[src/rtl/fcm_regs.vh]
`ifndef FCM_REGS_VH
`define FCM_REGS_VH

// first configuration byte: delay settings
`define FCM_CFG1_FAST_DOUBLE_BIT   7
`define FCM_CFG1_SPIN_DOWN_MSB     6
`define FCM_CFG1_SPIN_DOWN_LSB     4
`define FCM_CFG1_SPIN_UP_MSB       3
`define FCM_CFG1_SPIN_UP_LSB       0

// second configuration byte: feature enables and threshold
`define FCM_CFG2_IMPLIED_SEEK_BIT  6
`define FCM_CFG2_QUEUE_BYPASS_BIT  5
`define FCM_CFG2_POLL_DISABLE_BIT  4
`define FCM_CFG2_THRESHOLD_MSB     3
`define FCM_CFG2_THRESHOLD_LSB     0

// motor on/off command byte
`define FCM_MCMD_ON_OFF_BIT        7
`define FCM_MCMD_DRIVE_MSB         6
`define FCM_MCMD_DRIVE_LSB         5

// reset values
`define FCM_RST_IMPLIED_SEEK       1'h0
`define FCM_RST_QUEUE_BYPASS       1'h1
`define FCM_RST_POLL_DISABLE       1'h0
`define FCM_RST_THRESHOLD_BYTES    5'h01
`define FCM_RST_PRECOMP_TRACK      8'h00
`define FCM_RST_FAST_DOUBLE        1'h0
`define FCM_RST_SPIN_DOWN          3'h6
`define FCM_RST_SPIN_UP            4'h0

// index counts
`define FCM_SPIN_DOWN_BASE         6'h02

// timing
`define FCM_CLK_PERIOD_NS          10
`define FCM_POLL_DWELL_NS          2000

`endif

[src/rtl/fcm_index_timer.v]
`timescale 1ns/1ps
module fcm_index_timer #(
  parameter W = 6
) (
  // clock and reset
  input  wire         sys_clk,
  input  wire         rst_n,
  // control
  input  wire         load,
  input  wire         stop,
  input  wire         tick,
  input  wire [W-1:0] load_value,
  // status
  output reg          running_q,
  output reg          expire_q
);

  reg [W-1:0] cnt_q;

  // stop beats load so a motor command always wins
  always @(posedge sys_clk or negedge rst_n) begin
    if (!rst_n) begin
      cnt_q     <= {W{1'b0}};
      running_q <= 1'b0;
      expire_q  <= 1'b0;
    end else begin
      expire_q <= 1'b0;
      if (stop) begin
        running_q <= 1'b0;
      end else if (load) begin
        cnt_q     <= load_value;
        running_q <= (load_value != {W{1'b0}});
      end else if (running_q && tick) begin
        // first edge may come early in a turn: short by up to one rev
        cnt_q <= cnt_q - {{(W-1){1'b0}}, 1'b1};
        if (cnt_q == {{(W-1){1'b0}}, 1'b1}) begin
          running_q <= 1'b0;
          expire_q  <= 1'b1;
        end
      end
    end
  end

endmodule

[src/rtl/fcm_top.v]
// Operation
// - implied seek set: request a seek before read or write; resets off
// - queue bypass set: byte-at-a-time transfers; resets to 1
// - idle and polling enabled: select drives in turn, flag ready changes
// - no polling while head loaded and unload delay not expired
// - queue threshold is field plus one byte; resets to one byte
// - precompensation start track is 8-bit direct; resets to track 0
// - fast disk bit doubles both motor index counts; resets off
// - spin-down waits 2 + 4 x field index pulses before motor off
// - every command completion restarts the spin-down count, except with all delay fields zero
// - spin-down never turns motor off while any drive is busy
// - spin-down field resets to code 110, 26 revolutions
// - all delay fields zero: motor only turned off by motor command
// - spin-up waits spin-up field index pulses before execution
// - motor already on for the drive: no spin-up delay
// - both delays may be short by one revolution, never longer
// - drive selects follow motor one cycle later; delay when unselected or off
// - motor command bit 7 sets motor at once, with two-bit drive
// - drive change skips spin-down wait, only spin-up applies
// - any field combination accepted without checks or errors
`timescale 1ns/1ps
`include "fcm_regs.vh"
module fcm_top #(
  parameter POLL_W = 8
) (
  // clock and reset
  input  wire       sys_clk,
  input  wire       rst_n,
  // configure command parameters
  input  wire       cfg_load,
  input  wire [7:0] cfg_delay_byte,
  input  wire [7:0] cfg_feature_byte,
  input  wire [7:0] cfg_track_byte,
  // motor on/off command
  input  wire       motor_cmd,
  input  wire [7:0] motor_cmd_byte,
  // command sequencing
  input  wire       cmd_start,
  input  wire [1:0] cmd_drive,
  input  wire       cmd_rw,
  input  wire       cmd_done,
  input  wire [3:0] drive_busy,
  input  wire       ctrl_idle,
  input  wire       head_loaded,
  input  wire       head_unload_expired,
  // drive lines
  input  wire       index_in,
  input  wire       drive_ready,
  output reg        motor_out_q,
  output reg        drive_select_bit0_q,
  output reg        drive_select_bit1_q,
  // command results
  output reg        exec_ready_q,
  output reg        seek_request_q,
  output reg        ready_change_q,
  output reg  [1:0] ready_change_drive_q,
  output reg        ready_change_level_q,
  // settings seen by the rest of the controller
  output reg        implied_seek_enable_q,
  output reg        queue_bypass_q,
  output reg        poll_disable_q,
  output reg  [4:0] queue_threshold_q,
  output reg  [7:0] precomp_start_track_q,
  output reg        fast_disk_delay_double_q,
  output reg  [2:0] spin_down_count_q,
  output reg  [3:0] spin_up_count_q
);

  localparam integer POLL_CYC =
    (`FCM_POLL_DWELL_NS + `FCM_CLK_PERIOD_NS - 1) / `FCM_CLK_PERIOD_NS;
  localparam integer POLL_LAST_I = POLL_CYC - 1;
  // cut on purpose: the dwell count must fit the counter width
  localparam [POLL_W-1:0] POLL_LAST = POLL_LAST_I[POLL_W-1:0];

  localparam PS_IDLE  = 1'b0;
  localparam PS_DWELL = 1'b1;

  reg              index_prev_q;
  reg        [1:0] cur_drive_q;
  reg              spin_wait_q;
  reg              poll_state_q;
  reg [POLL_W-1:0] dwell_cnt_q;
  reg        [1:0] poll_drive_q;
  reg        [3:0] ready_seen_q;

  wire       index_tick;
  wire [5:0] sd_rev;
  wire [5:0] sd_value;
  wire [5:0] su_value;
  wire       never_off;
  wire       same_drive_on;
  wire       up_load;
  wire       up_stop;
  wire       dn_load;
  wire       dn_stop;
  wire       up_running;
  wire       up_expire;
  wire       dn_running;
  wire       dn_expire;
  wire       any_busy;
  wire       poll_allow;

  // configure command: every combination stored, threshold as field plus one
  always @(posedge sys_clk or negedge rst_n) begin
    if (!rst_n) begin
      implied_seek_enable_q    <= `FCM_RST_IMPLIED_SEEK;
      queue_bypass_q           <= `FCM_RST_QUEUE_BYPASS;
      poll_disable_q           <= `FCM_RST_POLL_DISABLE;
      queue_threshold_q        <= `FCM_RST_THRESHOLD_BYTES;
      precomp_start_track_q    <= `FCM_RST_PRECOMP_TRACK;
      fast_disk_delay_double_q <= `FCM_RST_FAST_DOUBLE;
      spin_down_count_q        <= `FCM_RST_SPIN_DOWN;
      spin_up_count_q          <= `FCM_RST_SPIN_UP;
    end else if (cfg_load) begin
      fast_disk_delay_double_q <= cfg_delay_byte[`FCM_CFG1_FAST_DOUBLE_BIT];
      spin_down_count_q        <=
        cfg_delay_byte[`FCM_CFG1_SPIN_DOWN_MSB:`FCM_CFG1_SPIN_DOWN_LSB];
      spin_up_count_q          <=
        cfg_delay_byte[`FCM_CFG1_SPIN_UP_MSB:`FCM_CFG1_SPIN_UP_LSB];
      implied_seek_enable_q    <= cfg_feature_byte[`FCM_CFG2_IMPLIED_SEEK_BIT];
      queue_bypass_q           <= cfg_feature_byte[`FCM_CFG2_QUEUE_BYPASS_BIT];
      poll_disable_q           <= cfg_feature_byte[`FCM_CFG2_POLL_DISABLE_BIT];
      queue_threshold_q        <= {1'b0,
        cfg_feature_byte[`FCM_CFG2_THRESHOLD_MSB:`FCM_CFG2_THRESHOLD_LSB]} + 5'h01;
      precomp_start_track_q    <= cfg_track_byte;
    end
  end

  // index is taken as synchronous; only rising edges count
  always @(posedge sys_clk or negedge rst_n) begin
    if (!rst_n) begin
      index_prev_q <= 1'b0;
    end else begin
      index_prev_q <= index_in;
    end
  end

  assign index_tick = index_in & ~index_prev_q;

  // index counts; fast disk doubles both
  assign sd_rev   = `FCM_SPIN_DOWN_BASE + {1'b0, spin_down_count_q, 2'b00};
  assign sd_value = fast_disk_delay_double_q ? {sd_rev[4:0], 1'b0} : sd_rev;
  assign su_value = fast_disk_delay_double_q ? {1'b0, spin_up_count_q, 1'b0}
                                             : {2'b00, spin_up_count_q};

  assign never_off = (spin_down_count_q == 3'h0) && (spin_up_count_q == 4'h0) &&
                     !fast_disk_delay_double_q;

  assign same_drive_on = motor_out_q && (cmd_drive == cur_drive_q);
  assign any_busy      = |drive_busy;

  // a new command always cancels a pending spin-down
  assign dn_stop = motor_cmd | cmd_start;
  assign dn_load = ~never_off & (cmd_done | (dn_expire & any_busy));
  assign up_stop = motor_cmd;
  assign up_load = cmd_start & ~same_drive_on & (su_value != 6'h00);

  fcm_index_timer #(
    .W (6)
  ) u_spin_down (
    .sys_clk    (sys_clk),
    .rst_n      (rst_n),
    .load       (dn_load),
    .stop       (dn_stop),
    .tick       (index_tick),
    .load_value (sd_value),
    .running_q  (dn_running),
    .expire_q   (dn_expire)
  );

  fcm_index_timer #(
    .W (6)
  ) u_spin_up (
    .sys_clk    (sys_clk),
    .rst_n      (rst_n),
    .load       (up_load),
    .stop       (up_stop),
    .tick       (index_tick),
    .load_value (su_value),
    .running_q  (up_running),
    .expire_q   (up_expire)
  );

  // motor and command release
  always @(posedge sys_clk or negedge rst_n) begin
    if (!rst_n) begin
      motor_out_q    <= 1'b0;
      cur_drive_q    <= 2'h0;
      spin_wait_q    <= 1'b0;
      exec_ready_q   <= 1'b0;
      seek_request_q <= 1'b0;
    end else begin
      exec_ready_q   <= 1'b0;
      seek_request_q <= 1'b0;
      if (motor_cmd) begin
        // overrides all timers, no delay taken
        motor_out_q <= motor_cmd_byte[`FCM_MCMD_ON_OFF_BIT];
        cur_drive_q <= motor_cmd_byte[`FCM_MCMD_DRIVE_MSB:`FCM_MCMD_DRIVE_LSB];
        spin_wait_q <= 1'b0;
      end else if (cmd_start) begin
        seek_request_q <= cmd_rw & implied_seek_enable_q;
        if (same_drive_on) begin
          exec_ready_q <= 1'b1;
        end else begin
          // motor goes up here; the selects follow cur_drive_q one cycle later, one cycle after exec_ready_q when su_value is zero
          motor_out_q <= 1'b1;
          cur_drive_q <= cmd_drive;
          if (su_value == 6'h00) begin
            exec_ready_q <= 1'b1;
          end else begin
            spin_wait_q <= 1'b1;
          end
        end
      end else begin
        if (spin_wait_q && up_expire) begin
          exec_ready_q <= 1'b1;
          spin_wait_q  <= 1'b0;
        end
        // expiry while busy reloads the count instead
        if (dn_expire && !any_busy) begin
          motor_out_q <= 1'b0;
        end
      end
    end
  end

  // polling only while idle with heads unloaded or the unload delay expired
  assign poll_allow = ~poll_disable_q & ctrl_idle & ~spin_wait_q &
                      ~(head_loaded & ~head_unload_expired);

  always @(posedge sys_clk or negedge rst_n) begin
    if (!rst_n) begin
      poll_state_q         <= PS_IDLE;
      dwell_cnt_q          <= {POLL_W{1'b0}};
      poll_drive_q         <= 2'h0;
      ready_seen_q         <= 4'h0;
      ready_change_q       <= 1'b0;
      ready_change_drive_q <= 2'h0;
      ready_change_level_q <= 1'b0;
    end else begin
      ready_change_q <= 1'b0;
      case (poll_state_q)
        PS_IDLE: begin
          dwell_cnt_q <= {POLL_W{1'b0}};
          if (poll_allow) begin
            poll_state_q <= PS_DWELL;
          end
        end
        PS_DWELL: begin
          if (!poll_allow) begin
            poll_state_q <= PS_IDLE;
          end else if (dwell_cnt_q == POLL_LAST) begin
            // sampled at the end so the select has settled
            dwell_cnt_q  <= {POLL_W{1'b0}};
            poll_drive_q <= poll_drive_q + 2'h1;
            if (drive_ready != ready_seen_q[poll_drive_q]) begin
              ready_seen_q[poll_drive_q] <= drive_ready;
              ready_change_q             <= 1'b1;
              ready_change_drive_q       <= poll_drive_q;
              ready_change_level_q       <= drive_ready;
            end
          end else begin
            dwell_cnt_q <= dwell_cnt_q + {{(POLL_W-1){1'b0}}, 1'b1};
          end
        end
        default: begin
          poll_state_q <= PS_IDLE;
        end
      endcase
    end
  end

  // polling selects stray drives; outside gating must assume it off
  always @(posedge sys_clk or negedge rst_n) begin
    if (!rst_n) begin
      drive_select_bit0_q <= 1'b0;
      drive_select_bit1_q <= 1'b0;
    end else if (poll_state_q == PS_DWELL) begin
      drive_select_bit0_q <= poll_drive_q[0];
      drive_select_bit1_q <= poll_drive_q[1];
    end else begin
      drive_select_bit0_q <= cur_drive_q[0];
      drive_select_bit1_q <= cur_drive_q[1];
    end
  end

endmodule

[config.mk]
export PLATFORM = sky130hd
export DESIGN_NAME = fcm_top
export DESIGN_NICKNAME = d
export VERILOG_FILES = /design/src/rtl/fcm_index_timer.v /design/src/rtl/fcm_top.v
export VERILOG_INCLUDE_DIRS = /design/src /design/src/rtl
export SDC_FILE = /design/constraint.sdc
export NUM_CORES = 1
export LEC_CHECK = 0
export BUFFER_PORTS_ARGS = -buffer_cell sky130_fd_sc_hd__buf_2
export CORE_MARGIN = 1
export CORE_UTILIZATION = 56
export DETAILED_ROUTE_END_ITERATION = 7
export GPL_TIMING_DRIVEN = 0
export PLACE_DENSITY = 0.92
export RECOVER_POWER = 100
export SKIP_CTS_REPAIR_TIMING = 1
export SYNTH_ARGS = -nofsm -noshare
export SYNTH_HDL_FRONTEND = slang
export SYNTH_HIERARCHICAL = 1
export SYNTH_SLANG_ARGS = --single-unit
[constraint.sdc]
create_clock -name sys_clk -period 4.2 [get_ports sys_clk]
set_input_delay 0.42 -clock sys_clk [delete_from_list [all_inputs] [get_ports sys_clk]]
set_output_delay 0.42 -clock sys_clk [all_outputs]
set_load 0.02 [all_outputs]
==> qor.yml <==
max_slew.worst_pin.slew_ns: 0.829
drc: 0
p_leak_nw: 1.77
htreeDepth: 3
synthTopCellsByCount: "64 x dfrtp_1, 33 x mux2_2, 16 x a21oi_1, 16 x nand2_1"
wire_per_inst_um: 16.3
post-synth-top-count-cell: "dfrtp_1"
ios: 83
drtIter0Drc: 241
fin_nets: 459
ys_seq_area_share_pct: 49.4
skew_ns: 0.00781
outcome: "completed"
slew_violations: 0
dp_hpwl_mm: 5.52
std_cell_rows: 28
max_stage_delay_ns: 0.74
worst-path-max-fanout: 10
cp.required_ns: 4.43
cts_root_buffer: "clkbuf_8"
cp_cell_sequence: "ha_1, nand4b_1, nor4b_1, clkbuf_1, nor2_1, mux2_2"
synthArstFlopShare_pct: 100
die_area_sq_mm: 0.00648
preCtsSetupSlack_ns: 2.03
path_clk_slew_ns: 0.07
crit_slowest_cell: "nor4b_1"
synth_edf_count: 0
postSynthAreaPerCell_sq_um: 11.1
drtAntennaViolNets: 0
tritoncts: "yes"
drv_cap: 0
post-synth-top-area-fraction_pct: 46.4
track_usage_pct: 25.7
synth_warnings: 6
setup_tns_ns: 0
finalSetupViolCount: 0
post-route-period-util_pct: 59.1
crit_type: "register to register"
fmax_ghz: 0.403
drt-vias-per-instance: 5.91
clock_latency_ns: 0.35
p_per_area_mw_per_mm2: 410
synth_top_flop_cell: "dfrtp_1"
grt_max_degree: 69
core_sq_mm: 0.00592
grt_pass1_wl_mm: 12.6
synthesis.area_sq_mm: 0.00345
synth_cell_types: 50
via_count: 2831
totalWireLength_mm: 7.81
arrival_ns: 2.71
synthToLayoutAreaGrowth_pct: 18.4
die_w_um: 80.5
layout_setup_ws_ns: 1.72
critPathLaunchType: "register"
ys_ff_latch: 68
first_pass_iters: 5
cts_buffers: 9
ys_top_cells_by_area: "dfrtp_1 46%, mux2_2 11%, ha_1 3.6%"
drive_above_1_share_pct: 24.8
reg2reg_slack_ns: 1.72
antenna_found_initial: 0
hold_path.class: "input pin to asynchronous set/reset pin"
relSlewSlack_pct: 44.0
finalHoldViolations: 0
first_global_vias: 2704
final_period_minus_worst_setup_slack_ns: 2.48
cp_top_family: "simple AND/OR/NAND/NOR gates"
ir_worst_vdd_mv: 0.347
overflow: 0
cts_buffer_depth: 2
initial_core_util_pct: 58.3
portBuffers: 74
synth_top_cell_by_area: "dfrtp_1"
gp_congestion: 0.880
antenna_cells: 0
worst-path-buf-inv: 1
die_y_um: 80.5
rsz0062_at_grt: "no"
cts_sinks: 68
syn_inst: 311
cp-end-kind: "register"
[routing by layer]
| metal | up-vias | GRT usage [%] | share of wire (%) |
|---|---|---|---|
| li1 | 1314 | - | - |
| met1 | 1376 | 32.9 | 43 |
| met2 | 121 | 42.3 | 49 |
| met3 | 20 | 6.02 | 6.1 |
| met4 | 0 | 9.64 | 2.0 |
| met5 | - | 0 | 0 |
[placed cells by master, fill, tap and decap left out, types with 3 or more instances in the layout]
master,n
and3_1,3
nor2b_1,5
o21ai_0,14
mux2_2,33
clkbuf_8,12
ha_1,10
nor2_1,13
nand2_1,16
nor4b_1,3
buf_2,41
conb_1,4
inv_1,12
or4_1,5
nand3b_1,4
mux2_1,3
nor4_1,7
a22o_1,3
nand4b_1,5
dfstp_2,4
mux2i_1,5
xnor2_1,4
clkbuf_1,44
dfrtp_1,64
xor2_1,4
a22oi_1,10
nand4_1,6
nand3_1,8
nor3_1,14
a21oi_1,16
[cell type report]
cell class	count	area [sq um]
Clock buffer	12	165
Tap cell	75	93.8
Buffer	12	47.5
Multi-Input combinational cell	222	1630
Clock inverter	4	70.1
Inverter	12	45.0
Timing Repair Buffer	74	330
Fill cell	450	1830
Sequential cell	68	1710
[metrics by stage]
step	hold slack, ns	utilization [%]	cells	total power, mW	cell area, sq um
6_report	0.161	69.0	479	1.67	4090
2_1_floorplan	0.124	-	314	0.955	3460
3_5_place_dp	0.482	66.4	463	1.06	3930
5_1_grt	0.180	69.0	479	1.75	4090
4_1_cts	0.174	70.4	479	1.69	4170
3_3_place_gp	0.453	66.3	463	1.05	3930
[cell families (layout without fill, tap and decap cells)]
| logic type | count (synthesis) | in the layout | synth area share [%] |
|---|---|---|---|
| adders and majority gates | 10 | 10 | 3.62 |
| and+or+nand+nor | 106 | 106 | 18.1 |
| DFF | 68 | 68 | 49.4 |
| muxes | 42 | 42 | 14.2 |
| xor gates and xnor gates | 8 | 8 | 2.03 |
| AOI/OAI and AO/OA | 52 | 52 | 9.42 |
| buffers and inverters | 24 | 114 | 3.15 |
| other | 1 | 4 | 0.109 |
[where the power goes]
| group | leakage (nW) | internal [mW] | switching, mW |
|---|---|---|---|
| Sequential | 0.842 | 0.718 | 0.0619 |
| Combinational | 0.807 | 0.110 | 0.160 |
| Clock | 0.122 | 0.381 | 0.244 |
| Total | 1.77 | 1.21 | 0.465 |
[flip-flops by register name (all words and copies together) (netlist names), 2 cells and up]
register	count
cur_drive_q	2
dwell_cnt_q	8
poll_drive_q	2
precomp_start_track_q	8
queue_threshold_q	5
ready_change_drive_q	2
ready_seen_q	4
spin_down_count_q	3
spin_up_count_q	4
u_spin_down/cnt_q	6
u_spin_up/cnt_q	6
[worst paths after layout]
check | startpoint | end | cells after the start
max in group asynchronous | rst_n | precomp_start_track_q[4] | 1
worst min register to register | queue_threshold_q[0] | queue_threshold_q[0] | 2
worst max register to register | dwell_cnt_q[1] | dwell_cnt_q[0] | 6
worst min-delay path | rst_n | ready_change_q | 1
worst max-delay path | dwell_cnt_q[1] | dwell_cnt_q[0] | 6
min in group sys_clk | index_in | index_prev_q | 1
(Power assumes the default switching activity.)
